**src/verilog/fault_irq_pkg.sv**
```systemverilog
// constants for the fault record, interrupt and power-disable block
// assumes a single 40 MHz clock and an Avalon-MM register slave
//
// What this block does
// - rail fault sets its sticky flag immediately
// - rail flag stays set after fault clears
// - flag read returns value, clears if gone
// - record captures top, rail status, flag faults
// - writing one clears a recorded fault
// - record holds until cleared or undervoltage lockout
// - masked recorded fault never drives interrupt
// - unmasked recorded fault drives interrupt line low
// - disable falling never reloads fuse defaults
// - disable low, supply good: power up now
// - disable assertion delayed before power off
// - delay select: 0 to 16 ms
// - select seven ignores power-disable input
// - status bits track live condition
package fault_irq_pkg;

  // ----------------------------------------------------------------
  // sizes
  // ----------------------------------------------------------------
  localparam int RAILS      = 6;
  localparam int TOP_BITS   = 8;
  localparam int REC_BITS   = TOP_BITS + 2 * RAILS;

  // ----------------------------------------------------------------
  // register byte offsets
  // ----------------------------------------------------------------
  localparam logic [7:0] OFS_TOP_STATUS  = 8'h00;
  localparam logic [7:0] OFS_RAIL_STATUS = 8'h04;
  localparam logic [7:0] OFS_RAIL_FLAGS  = 8'h08;
  localparam logic [7:0] OFS_FAULT_REC   = 8'h0c;
  localparam logic [7:0] OFS_FAULT_MASK  = 8'h10;
  localparam logic [7:0] OFS_PWR_CTRL    = 8'h14;
  localparam logic [7:0] OFS_PWR_STATE   = 8'h18;

  // ----------------------------------------------------------------
  // field positions and reset values
  // ----------------------------------------------------------------
  localparam int REC_TOP_LSB   = 0;
  localparam int REC_PG_LSB    = TOP_BITS;
  localparam int REC_FLAG_LSB  = TOP_BITS + RAILS;
  localparam int SEL_W         = 3;
  localparam logic [REC_BITS-1:0] MASK_RST = 20'h00000;
  localparam logic [SEL_W-1:0]    SEL_RST  = 3'h0;
  localparam logic [SEL_W-1:0]    SEL_IGNORE = 3'h7;
  localparam int PST_ENABLE    = 0;
  localparam int PST_PENDING   = 1;

  // ----------------------------------------------------------------
  // timing: delay counted in half-millisecond ticks
  // ----------------------------------------------------------------
  localparam int CLK_PERIOD_NS = 25;
  localparam int TICK_TIME_NS  = 500000;
  localparam int TICK_CYCLES   = TICK_TIME_NS / CLK_PERIOD_NS;
  localparam int MAX_TICKS     = 32;
  localparam int FUSE_LOAD_CYC = 3;

  // delay in ticks for a select code: 0 or 7 -> none, other n -> 2^(n-1)
  function automatic logic [6:0] sel_ticks(input logic [SEL_W-1:0] sel);
    logic [6:0] t;
    t = 7'h00;
    if (sel != 3'h0 && sel != SEL_IGNORE)
      t = 7'(7'h01 << (sel - 3'h1));
    return t;
  endfunction

endpackage

```
**src/verilog/pwr_ctl_if.sv**
```systemverilog
// carrier between the register block and the power-off delay timer
// assumes both ends share ref_clk
interface pwr_ctl_if;
  logic [fault_irq_pkg::SEL_W-1:0] delay_sel;
  logic                            disable_req;
  logic                            supply_ok;
  logic                            power_enable;
  logic                            off_pending;
  logic                            up_start;
  logic                            off_start;

  modport ctrl  (output delay_sel, disable_req, supply_ok,
                 input  power_enable, off_pending, up_start, off_start);
  modport timer (input  delay_sel, disable_req, supply_ok,
                 output power_enable, off_pending, up_start, off_start);
endinterface

```
**src/verilog/sync2.sv**
```systemverilog
// two-stage synchroniser for a bundle of slow levels
// assumes each bit changes slowly compared to ref_clk
module sync2 #(
  parameter int WIDTH = 1
) (
  // clock and reset
  input  wire logic             ref_clk,
  input  wire logic             rst,
  // levels
  input  wire logic [WIDTH-1:0] d,
  output logic      [WIDTH-1:0] q
);
  logic [WIDTH-1:0] meta_r;

  // the first stage is read only by the second
  always_ff @(posedge ref_clk) begin
    if (rst) begin
      meta_r <= '0;
      q      <= '0;
    end else begin
      meta_r <= d;
      q      <= meta_r;
    end
  end
endmodule // sync2

```
**src/verilog/power_off_timer.sv**
```systemverilog
// power enable state with the selectable power-off delay
// assumes synchronised inputs and a select that changes rarely
module power_off_timer #(
  parameter int TICK_CYCLES = fault_irq_pkg::TICK_CYCLES
) (
  // clock and reset
  input  wire logic ref_clk,
  input  wire logic rst,
  // control bundle
  pwr_ctl_if.timer  p
);
  typedef enum logic [2:0] {
    ST_OFF     = 3'b001,
    ST_ON      = 3'b010,
    ST_PENDING = 3'b100
  } pstate_t;

  pstate_t     state_r, state_nxt;
  logic [31:0] cyc_r, cyc_nxt;
  logic [6:0]  tick_r, tick_nxt;
  logic        up_nxt, off_nxt;
  logic        dis_eff;

  if (TICK_CYCLES < 1) begin : g_chk
    $error("TICK_CYCLES must be at least one");
  end

  // select seven makes the disable input invisible
  assign dis_eff = p.disable_req && (p.delay_sel != fault_irq_pkg::SEL_IGNORE);

  // next state and delay counting
  always_comb begin
    state_nxt = state_r;
    cyc_nxt   = cyc_r;
    tick_nxt  = tick_r;
    up_nxt    = 1'b0;
    off_nxt   = 1'b0;
    case (state_r)
      ST_OFF: begin
        if (p.supply_ok && !dis_eff) begin
          state_nxt = ST_ON;
          up_nxt    = 1'b1;
        end
      end
      ST_ON: begin
        if (!p.supply_ok) begin
          state_nxt = ST_OFF;
          off_nxt   = 1'b1;
        end else if (dis_eff) begin
          cyc_nxt  = 32'h0;
          tick_nxt = 7'h00;
          if (fault_irq_pkg::sel_ticks(p.delay_sel) == 7'h00) begin
            state_nxt = ST_OFF;
            off_nxt   = 1'b1;
          end else begin
            state_nxt = ST_PENDING;
          end
        end
      end
      ST_PENDING: begin
        if (!p.supply_ok) begin
          state_nxt = ST_OFF;
          off_nxt   = 1'b1;
        end else if (!dis_eff) begin
          state_nxt = ST_ON;
        end else if (tick_r >= fault_irq_pkg::sel_ticks(p.delay_sel)) begin
          state_nxt = ST_OFF;
          off_nxt   = 1'b1;
        end else if (cyc_r == 32'(TICK_CYCLES - 1)) begin
          cyc_nxt  = 32'h0;
          tick_nxt = tick_r + 7'h01;
        end else begin
          cyc_nxt = cyc_r + 32'h1;
        end
      end
      default: state_nxt = ST_OFF;
    endcase
  end

  // registers; outputs come straight from flops
  always_ff @(posedge ref_clk) begin
    if (rst) begin
      state_r        <= ST_OFF;
      cyc_r          <= 32'h0;
      tick_r         <= 7'h00;
      p.up_start     <= 1'b0;
      p.off_start    <= 1'b0;
      p.power_enable <= 1'b0;
      p.off_pending  <= 1'b0;
    end else begin
      state_r        <= state_nxt;
      cyc_r          <= cyc_nxt;
      tick_r         <= tick_nxt;
      p.up_start     <= up_nxt;
      p.off_start    <= off_nxt;
      p.power_enable <= (state_nxt != ST_OFF);
      p.off_pending  <= (state_nxt == ST_PENDING);
    end
  end
endmodule // power_off_timer

```
**src/verilog/fault_irq_top.sv**
```systemverilog
// fault flags, fault record, interrupt and power-disable handling
// assumes pins are asynchronous to ref_clk; registers over Avalon-MM
module fault_irq_top #(
  parameter int TICK_CYCLES = fault_irq_pkg::TICK_CYCLES
) (
  // clock and reset
  input  wire logic                               ref_clk,
  input  wire logic                               rst,
  // avalon-mm slave
  input  wire logic [7:0]                         address,
  input  wire logic                               read,
  input  wire logic                               write,
  input  wire logic [31:0]                        writedata,
  output logic      [31:0]                        readdata,
  output logic                                    waitrequest,
  // monitored conditions
  input  wire logic [fault_irq_pkg::RAILS-1:0]    rail_fault_event,
  input  wire logic [fault_irq_pkg::RAILS-1:0]    rail_power_good,
  input  wire logic [fault_irq_pkg::TOP_BITS-1:0] top_fault_in,
  input  wire logic                               input_supply_ok,
  input  wire logic                               undervoltage_lockout,
  // power control
  input  wire logic                               power_disable_in,
  input  wire logic [fault_irq_pkg::SEL_W-1:0]    fuse_defaults,
  output logic                                    power_enable,
  output logic                                    power_up_start,
  output logic                                    power_off_start,
  // interrupt
  output logic                                    irq,
  output logic                                    interrupt_line_low
);
  localparam int RAILS = fault_irq_pkg::RAILS;
  localparam int TOPB  = fault_irq_pkg::TOP_BITS;
  localparam int RECB  = fault_irq_pkg::REC_BITS;
  localparam int SELW  = fault_irq_pkg::SEL_W;
  localparam int SYNW  = 2 * RAILS + TOPB + 4 + SELW;

  // ----------------------------------------------------------------
  // helpers
  // ----------------------------------------------------------------

  // rising edge of a bundle between two samples
  function automatic logic [RAILS-1:0] rise6(input logic [RAILS-1:0] cur,
                                             input logic [RAILS-1:0] prev);
    return cur & ~prev;
  endfunction

  // ----------------------------------------------------------------
  // pin synchronisers
  // ----------------------------------------------------------------
  logic [RAILS-1:0] evt_s, pg_s;
  logic [TOPB-1:0]  top_s;
  logic             supply_s, undervoltage_lockout_s, dis_s, spare_s;
  logic [SELW-1:0]  fuse_s;
  logic [SYNW-1:0]  sync_q;

  // every outside level passes two flops before any logic
  sync2 #(
    .WIDTH (SYNW)
  ) u_sync (
    .ref_clk (ref_clk),
    .rst     (rst),
    .d       ({rail_fault_event, rail_power_good, top_fault_in, input_supply_ok,
               undervoltage_lockout, power_disable_in, 1'b0, fuse_defaults}),
    .q       (sync_q)
  );

  assign {evt_s, pg_s, top_s, supply_s, undervoltage_lockout_s, dis_s, spare_s, fuse_s} = sync_q;

  // ----------------------------------------------------------------
  // bus handshake
  // ----------------------------------------------------------------
  logic        wait_nxt;
  logic [31:0] rdata_nxt;
  logic        acc_rd, acc_wr;

  // a request is taken at the edge where waitrequest is seen low
  assign acc_rd = read && !waitrequest;
  assign acc_wr = write && !waitrequest;

  // one wait cycle per request, then a single acknowledge cycle
  always_comb begin
    wait_nxt = 1'b1;
    if ((read || write) && waitrequest)
      wait_nxt = 1'b0;
  end

  // ----------------------------------------------------------------
  // control registers
  // ----------------------------------------------------------------
  logic [RECB-1:0] mask_r, mask_nxt;
  logic [SELW-1:0] sel_r, sel_nxt;
  logic [1:0]      fuse_cnt_r, fuse_cnt_nxt;
  logic            fuse_done_r, fuse_done_nxt;

  // fuse values are taken once after reset; a falling disable input
  // does not touch them, so software settings survive power cycling
  always_comb begin
    mask_nxt      = mask_r;
    sel_nxt       = sel_r;
    fuse_cnt_nxt  = fuse_cnt_r;
    fuse_done_nxt = fuse_done_r;
    if (!fuse_done_r) begin
      if (fuse_cnt_r == 2'(fault_irq_pkg::FUSE_LOAD_CYC - 1)) begin
        sel_nxt       = fuse_s;
        fuse_done_nxt = 1'b1;
      end else begin
        fuse_cnt_nxt = fuse_cnt_r + 2'h1;
      end
    end
    if (acc_wr && address == fault_irq_pkg::OFS_FAULT_MASK)
      mask_nxt = writedata[RECB-1:0];
    if (acc_wr && address == fault_irq_pkg::OFS_PWR_CTRL)
      sel_nxt = writedata[SELW-1:0];
  end

  always_ff @(posedge ref_clk) begin
    if (rst) begin
      mask_r      <= fault_irq_pkg::MASK_RST;
      sel_r       <= fault_irq_pkg::SEL_RST;
      fuse_cnt_r  <= 2'h0;
      fuse_done_r <= 1'b0;
    end else begin
      mask_r      <= mask_nxt;
      sel_r       <= sel_nxt;
      fuse_cnt_r  <= fuse_cnt_nxt;
      fuse_done_r <= fuse_done_nxt;
    end
  end

  // ----------------------------------------------------------------
  // sticky rail fault flags
  // ----------------------------------------------------------------
  logic [RAILS-1:0] flag_r, flag_nxt;
  logic             flag_rd;

  assign flag_rd = acc_rd && address == fault_irq_pkg::OFS_RAIL_FLAGS;

  // set while the event is present, so a live event beats the read clear
  always_comb begin
    flag_nxt = flag_r;
    if (flag_rd)
      flag_nxt = flag_r & evt_s;
    flag_nxt = flag_nxt | evt_s;
  end

  always_ff @(posedge ref_clk) begin
    if (rst)
      flag_r <= '0;
    else
      flag_r <= flag_nxt;
  end

  // ----------------------------------------------------------------
  // fault record and interrupt
  // ----------------------------------------------------------------
  logic [RECB-1:0]  rec_r, rec_nxt, rec_set;
  logic [TOPB-1:0]  top_prev_r;
  logic [RAILS-1:0] pg_prev_r, flag_prev_r;
  logic             irq_nxt;

  // edge capture per source: top fault rising, power good lost,
  // rail flag rising
  always_comb begin
    rec_set = '0;
    rec_set[fault_irq_pkg::REC_TOP_LSB +: TOPB]   = top_s & ~top_prev_r;
    rec_set[fault_irq_pkg::REC_PG_LSB +: RAILS]   = rise6(~pg_s, ~pg_prev_r);
    rec_set[fault_irq_pkg::REC_FLAG_LSB +: RAILS] = rise6(flag_r, flag_prev_r);
  end

  // clears first, then sets, so an event in a clear cycle is kept
  always_comb begin
    rec_nxt = rec_r;
    if (undervoltage_lockout_s)
      rec_nxt = '0;
    else if (acc_wr && address == fault_irq_pkg::OFS_FAULT_REC)
      rec_nxt = rec_r & ~writedata[RECB-1:0];
    rec_nxt = rec_nxt | rec_set;
    irq_nxt = |(rec_nxt & ~mask_nxt);
  end

  always_ff @(posedge ref_clk) begin
    if (rst) begin
      rec_r              <= '0;
      top_prev_r         <= '0;
      pg_prev_r          <= '0;
      flag_prev_r        <= '0;
      irq                <= 1'b0;
      interrupt_line_low <= 1'b1;
    end else begin
      rec_r              <= rec_nxt;
      top_prev_r         <= top_s;
      pg_prev_r          <= pg_s;
      flag_prev_r        <= flag_r;
      irq                <= irq_nxt;
      interrupt_line_low <= !irq_nxt;
    end
  end

  // ----------------------------------------------------------------
  // power-off delay timer
  // ----------------------------------------------------------------
  pwr_ctl_if pc ();

  assign pc.delay_sel   = sel_r;
  assign pc.disable_req = dis_s;
  assign pc.supply_ok   = supply_s && !undervoltage_lockout_s;

  power_off_timer #(
    .TICK_CYCLES (TICK_CYCLES)
  ) u_timer (
    .ref_clk (ref_clk),
    .rst     (rst),
    .p       (pc.timer)
  );

  // timer outputs are flops inside the timer
  assign power_enable    = pc.power_enable;
  assign power_up_start  = pc.up_start;
  assign power_off_start = pc.off_start;

  // ----------------------------------------------------------------
  // read mux
  // ----------------------------------------------------------------
  // status reads are live, not latched
  always_comb begin
    rdata_nxt = 32'h0;
    if (read && waitrequest) begin
      case (address)
        fault_irq_pkg::OFS_TOP_STATUS:  rdata_nxt[TOPB-1:0]  = top_s;
        fault_irq_pkg::OFS_RAIL_STATUS: rdata_nxt[RAILS-1:0] = pg_s;
        fault_irq_pkg::OFS_RAIL_FLAGS:  rdata_nxt[RAILS-1:0] = flag_r;
        fault_irq_pkg::OFS_FAULT_REC:   rdata_nxt[RECB-1:0]  = rec_r;
        fault_irq_pkg::OFS_FAULT_MASK:  rdata_nxt[RECB-1:0]  = mask_r;
        fault_irq_pkg::OFS_PWR_CTRL:    rdata_nxt[SELW-1:0]  = sel_r;
        fault_irq_pkg::OFS_PWR_STATE: begin
          rdata_nxt[fault_irq_pkg::PST_ENABLE]  = pc.power_enable;
          rdata_nxt[fault_irq_pkg::PST_PENDING] = pc.off_pending;
        end
        default: rdata_nxt = 32'h0;
      endcase
    end
  end

  always_ff @(posedge ref_clk) begin
    if (rst) begin
      waitrequest <= 1'b1;
      readdata    <= 32'h0;
    end else begin
      waitrequest <= wait_nxt;
      readdata    <= rdata_nxt;
    end
  end

endmodule // fault_irq_top

```
**config.mk**
```make
export PLATFORM = sky130hd
export DESIGN_NAME = fault_irq_top
export DESIGN_NICKNAME = d
export VERILOG_FILES = /design/src/verilog/fault_irq_pkg.sv /design/src/verilog/pwr_ctl_if.sv /design/src/verilog/sync2.sv /design/src/verilog/power_off_timer.sv /design/src/verilog/fault_irq_top.sv
export SDC_FILE = /design/constraint.sdc
export NUM_CORES = 1
export LEC_CHECK = 0
export BUFFER_PORTS_ARGS = -buffer_cell sky130_fd_sc_hd__buf_2
export CORE_MARGIN = 5
export CORE_UTILIZATION = 50
export DETAILED_ROUTE_END_ITERATION = 10
export PLACE_DENSITY = 0.8
export SLEW_MARGIN = 20
export SYNTH_ARGS = -nofsm -noshare
export SYNTH_HDL_FRONTEND = slang
export SYNTH_SLANG_ARGS = --single-unit
```
**constraint.sdc**
```tcl
create_clock -name ref_clk -period 3.2 [get_ports ref_clk]
set_input_delay 0.16 -clock ref_clk [delete_from_list [all_inputs] [get_ports ref_clk]]
set_output_delay 0.16 -clock ref_clk [all_outputs]
set_load 0.02 [all_outputs]
```
==> results.txt <==
- During synthesis, Yosys emitted a total of 0 warnings.
- Number of library cell types mapped by synthesis: 68
- Worst min path class: input pin to flop
- The mapped netlist covers 0.007873 mm^2.
* Final weighted congestion of routability-driven global placement: 0.8420
- Synthesized area per cell: 9.428 um^2
* Clk root buf: clkbuf_16
- Global routing used 19.36% of the available tracks.
* Fraction of power consumed by combinational cells: 7.0%
* Final setup violation count: 0
- Cell internal power was estimated by the tool at 0.003922 W.
* Overall via count from detail_route: 6200
* Via density: 5.290
- The clock reaches the later pin of the worst-skew pair after 0.44 ns.
* Beginning of the worst register-to-register path: pc.delay_sel[0]$_SDFFE_PP0P_
- Required time at the worst-slack endpoint: 3.51 ns
* DRC violations left: 0
* Routed Antenna Nets: 0
* Reg2reg path depth: 10
- Fillcell total: 1302
- Synth async-reset ratio: 0%
* Hold path startpoint: writedata[19]
- The worst setup path is of the flop to flop kind.
- Global-route wire length before repair: 28640 um
- Power spread over the standard cell area amounts to 543.7 mW/mm^2.
- Share of Yosys cell area claimed by the top area cell type: 49.08%
- The worst register-to-register path ends at u_timer.cyc_r[10]$_SDFFE_PP0P_.
- Hold EP: mask_r[19]$_SDFF_PP0_
- The clock network burns 43.6% of the power.
* Top post-synthesis cells by count: dfxtp_1 (193), nor2_1 (112), nor2b_1 (82)
- Setup slack on the worst reg-to-reg path comes out at 0.16 ns.
- Number of cells on the worst hold path: 3
- Across the run, the number of max-cap violations was 0.
- The synthesized design contains 0 enable-type register cells.
* Crit share post-route: 94.91%
- At the pin with the least slew margin, the transition time is 0.6809 ns.
- RSZ-0062 raised after global routing: false
- The flow ran to the end, and the final reports show no timing, DRC or antenna violations.
* Routed Wire Length: 17360 um
* Post-Place Cell Area: 0.008402 mm^2
* H-tree levels: 4
- Most frequently used flop master after synthesis: dfxtp_1
- Most area-hungry cell type in the Yosys netlist: dfxtp_1
* Clock Sink Count: 193
- The hold violation total from the final report came to 0.
- Most common cell in the netlist: dfxtp_1
* Synth-to-Final Area Change: 19.53%
- Congestion Overflow GR: 0
- Die boundary width: 135.5 um
- The worst setup path is captured at a flop.
* HPWL after detailed placement: 11770 um
- In the final design database the tool counted 1027 nets.
- After synthesis, flip-flops and latches occupy 49.08% of the total area.
- The worst setup path is launched from a flop.
- After synthesis, the cell types taking the most area are dfxtp_1 (49%), nor2b_1 (6.5%), nor2_1 (5.3%).
- Peak supply drop: 392.8 uV
- Clock-pin slew on the worst setup and hold paths: 0.08 ns
* Sequential power share: 49.3%
- Flip-flop and latch count after synthesis: 193
- Number of iterations in the first detailed-routing pass: 5
* Post-route cell area: 0.009410 mm^2
* Worst-path fanout max: 10
- Data arrives at the worst endpoint at 3.35 ns.
* Via count of the first global-routing pass: 5842
- The number of antenna violations at the first check in global routing was 0.
* CTS tree: built
* Port Buf Inserts: 83
- The floorplan step defined a die boundary enclosing 0.01835 mm^2.
- The die is 135.5 um tall.
- Summed over all nets, the switching power comes to 0.001195 W.
* Switching power share of the total: 23.35%
- Largest net degree at the start of global routing: 47
- Core box area: 0.01531 mm^2
* Initial Utilization: 51.41%
* Number of top-level pins: 108
- Worst slew margin: 54.49%
* Period minus WS final: 3.037 ns
* Fraction of layout cells with a size suffix above 1: 16.25%
- Wire per inst: 14.81 um
- Total Neg Setup Slack: 0 ns
* Final Max Slew Viols: 0
- For this design the static power due to leakage is 3.567 nW.
- Hold timing on the final database bottoms out at a slack of 0.008456 ns.
* Final worst clock skew: 0.01307 ns
* F_max: 329.3 MHz
* Initial detailed-routing violation count: 406
- Standard-cell rows: 45
- Gate count of the mapped netlist: 835
* Clock buffer count from CTS: 17
- Maximum count of clock buffers along a single path: 2
[cell families (layout without fill, tap and decap cells)]
group | Yosys count | after routing | share of synthesized area (%)
muxes | 36 | 36 | 4.974
and+or+nand+nor | 350 | 350 | 23.57
adders and majority gates | 10 | 10 | 1.589
xor gates and xnor gates | 23 | 23 | 2.559
buffers and inverters | 79 | 193 | 5.133
AOI/OAI and AO/OA | 142 | 142 | 13.00
other | 2 | 14 | 0.09539
DFF | 193 | 193 | 49.08
[power groups by stage]
stage                     registers (W)  logic [W]  clock network [W]
after floorplan                 0.00256   0.000243                  0
after global placement          0.00257   0.000318                  0
after detailed placement        0.00258   0.000324                  0
after CTS                       0.00252   0.000359            0.00226
after global routing            0.00253   0.000399            0.00238
final                           0.00252   0.000361            0.00223
[metal layers]
metal	vias up	wire length (um)	global-route usage, %
li1	3094	-	-
met1	2866	7995	26.28
met2	211	7836	30.25
met3	29	1231	5.052
met4	0	299	6.159
met5	-	0	0
[registers in the layout (all words and copies together) (netlist names), 2 cells and up]
signal           cells
pg_prev_r            6
fuse_cnt_r           2
rec_r               20
top_prev_r           8
u_timer.state_r      3
u_timer.tick_r       7
flag_prev_r          6
flag_r               6
u_timer.cyc_r       32
pc.delay_sel         3
mask_r              20
u_sync.q            26
u_sync.meta_r       26
readdata            20
[cell usage in the layout, fill, tap and decap left out, types with 23 or more instances in the layout]
cell type,count
nor2b_1,82
inv_1,24
dfxtp_1,193
nor2_1,112
a21oi_1,39
buf_2,82
mux2i_1,29
nand2_1,44
o21ai_0,23
dlygate4sd3_1,34
[how the worst max path moves through the flow]
stage                                             from                        endpoint  depth (start not counted)
final                     pc.delay_sel[0]$_SDFFE_PP0P_  u_timer.cyc_r[10]$_SDFFE_PP0P_                         10
after global routing      pc.delay_sel[0]$_SDFFE_PP0P_  u_timer.cyc_r[30]$_SDFFE_PP0P_                         10
after CTS                 pc.delay_sel[0]$_SDFFE_PP0P_  u_timer.cyc_r[21]$_SDFFE_PP0P_                          9
after detailed placement  pc.delay_sel[0]$_SDFFE_PP0P_  u_timer.cyc_r[21]$_SDFFE_PP0P_                          9
after global placement    pc.delay_sel[0]$_SDFFE_PP0P_  u_timer.cyc_r[31]$_SDFFE_PP0P_                         10
after floorplan           pc.delay_sel[2]$_SDFFE_PP0P_   u_timer.cyc_r[6]$_SDFFE_PP0P_                         11
[cell type report]
cell class              count  area [um^2]  area share, %
flip-flops and latches    193         3864          41.06
multi-input cells         574         3647          38.76
repair buffers            137        908.4          9.653
clock buffers              18        439.2          4.667
well taps                 211        264.0          2.805
clock inverters            14        195.2          2.074
inverters                  24        90.09         0.9573
diodes                      1        2.502        0.02659
[metrics by stage]
stage	utilization, %	power, W	setup WS, ns	cells
floorplan	-	0.002805	0.3041	846
global placement	54.86	0.002891	0.2597	1101
detailed placement	54.86	0.002901	0.1810	1101
CTS	61.23	0.005143	0.1531	1167
global route	61.43	0.005307	0.03481	1171
finish	61.45	0.005116	0.1628	1172
[repair_timing]
item	CTS	global route
resized for setup	0	1
setup buffers	0	4
endpoints found under the hold margin	33	0
hold buffers	34	0
setup endpoints to repair	0	8
[worst max-delay path, stage by stage (launching register included)]
cell and delay (ns):
dfxtp_1 0.39, or3b_2 0.50, ha_1 0.19, a21o_1 0.17, a21o_1 0.18, a211oi_2 0.37, o211ai_1 0.27, buf_4 0.26
a2111oi_4 0.36, xnor2_1 0.16, nor2_1 0.06
Power figures use the tool's default switching activity.
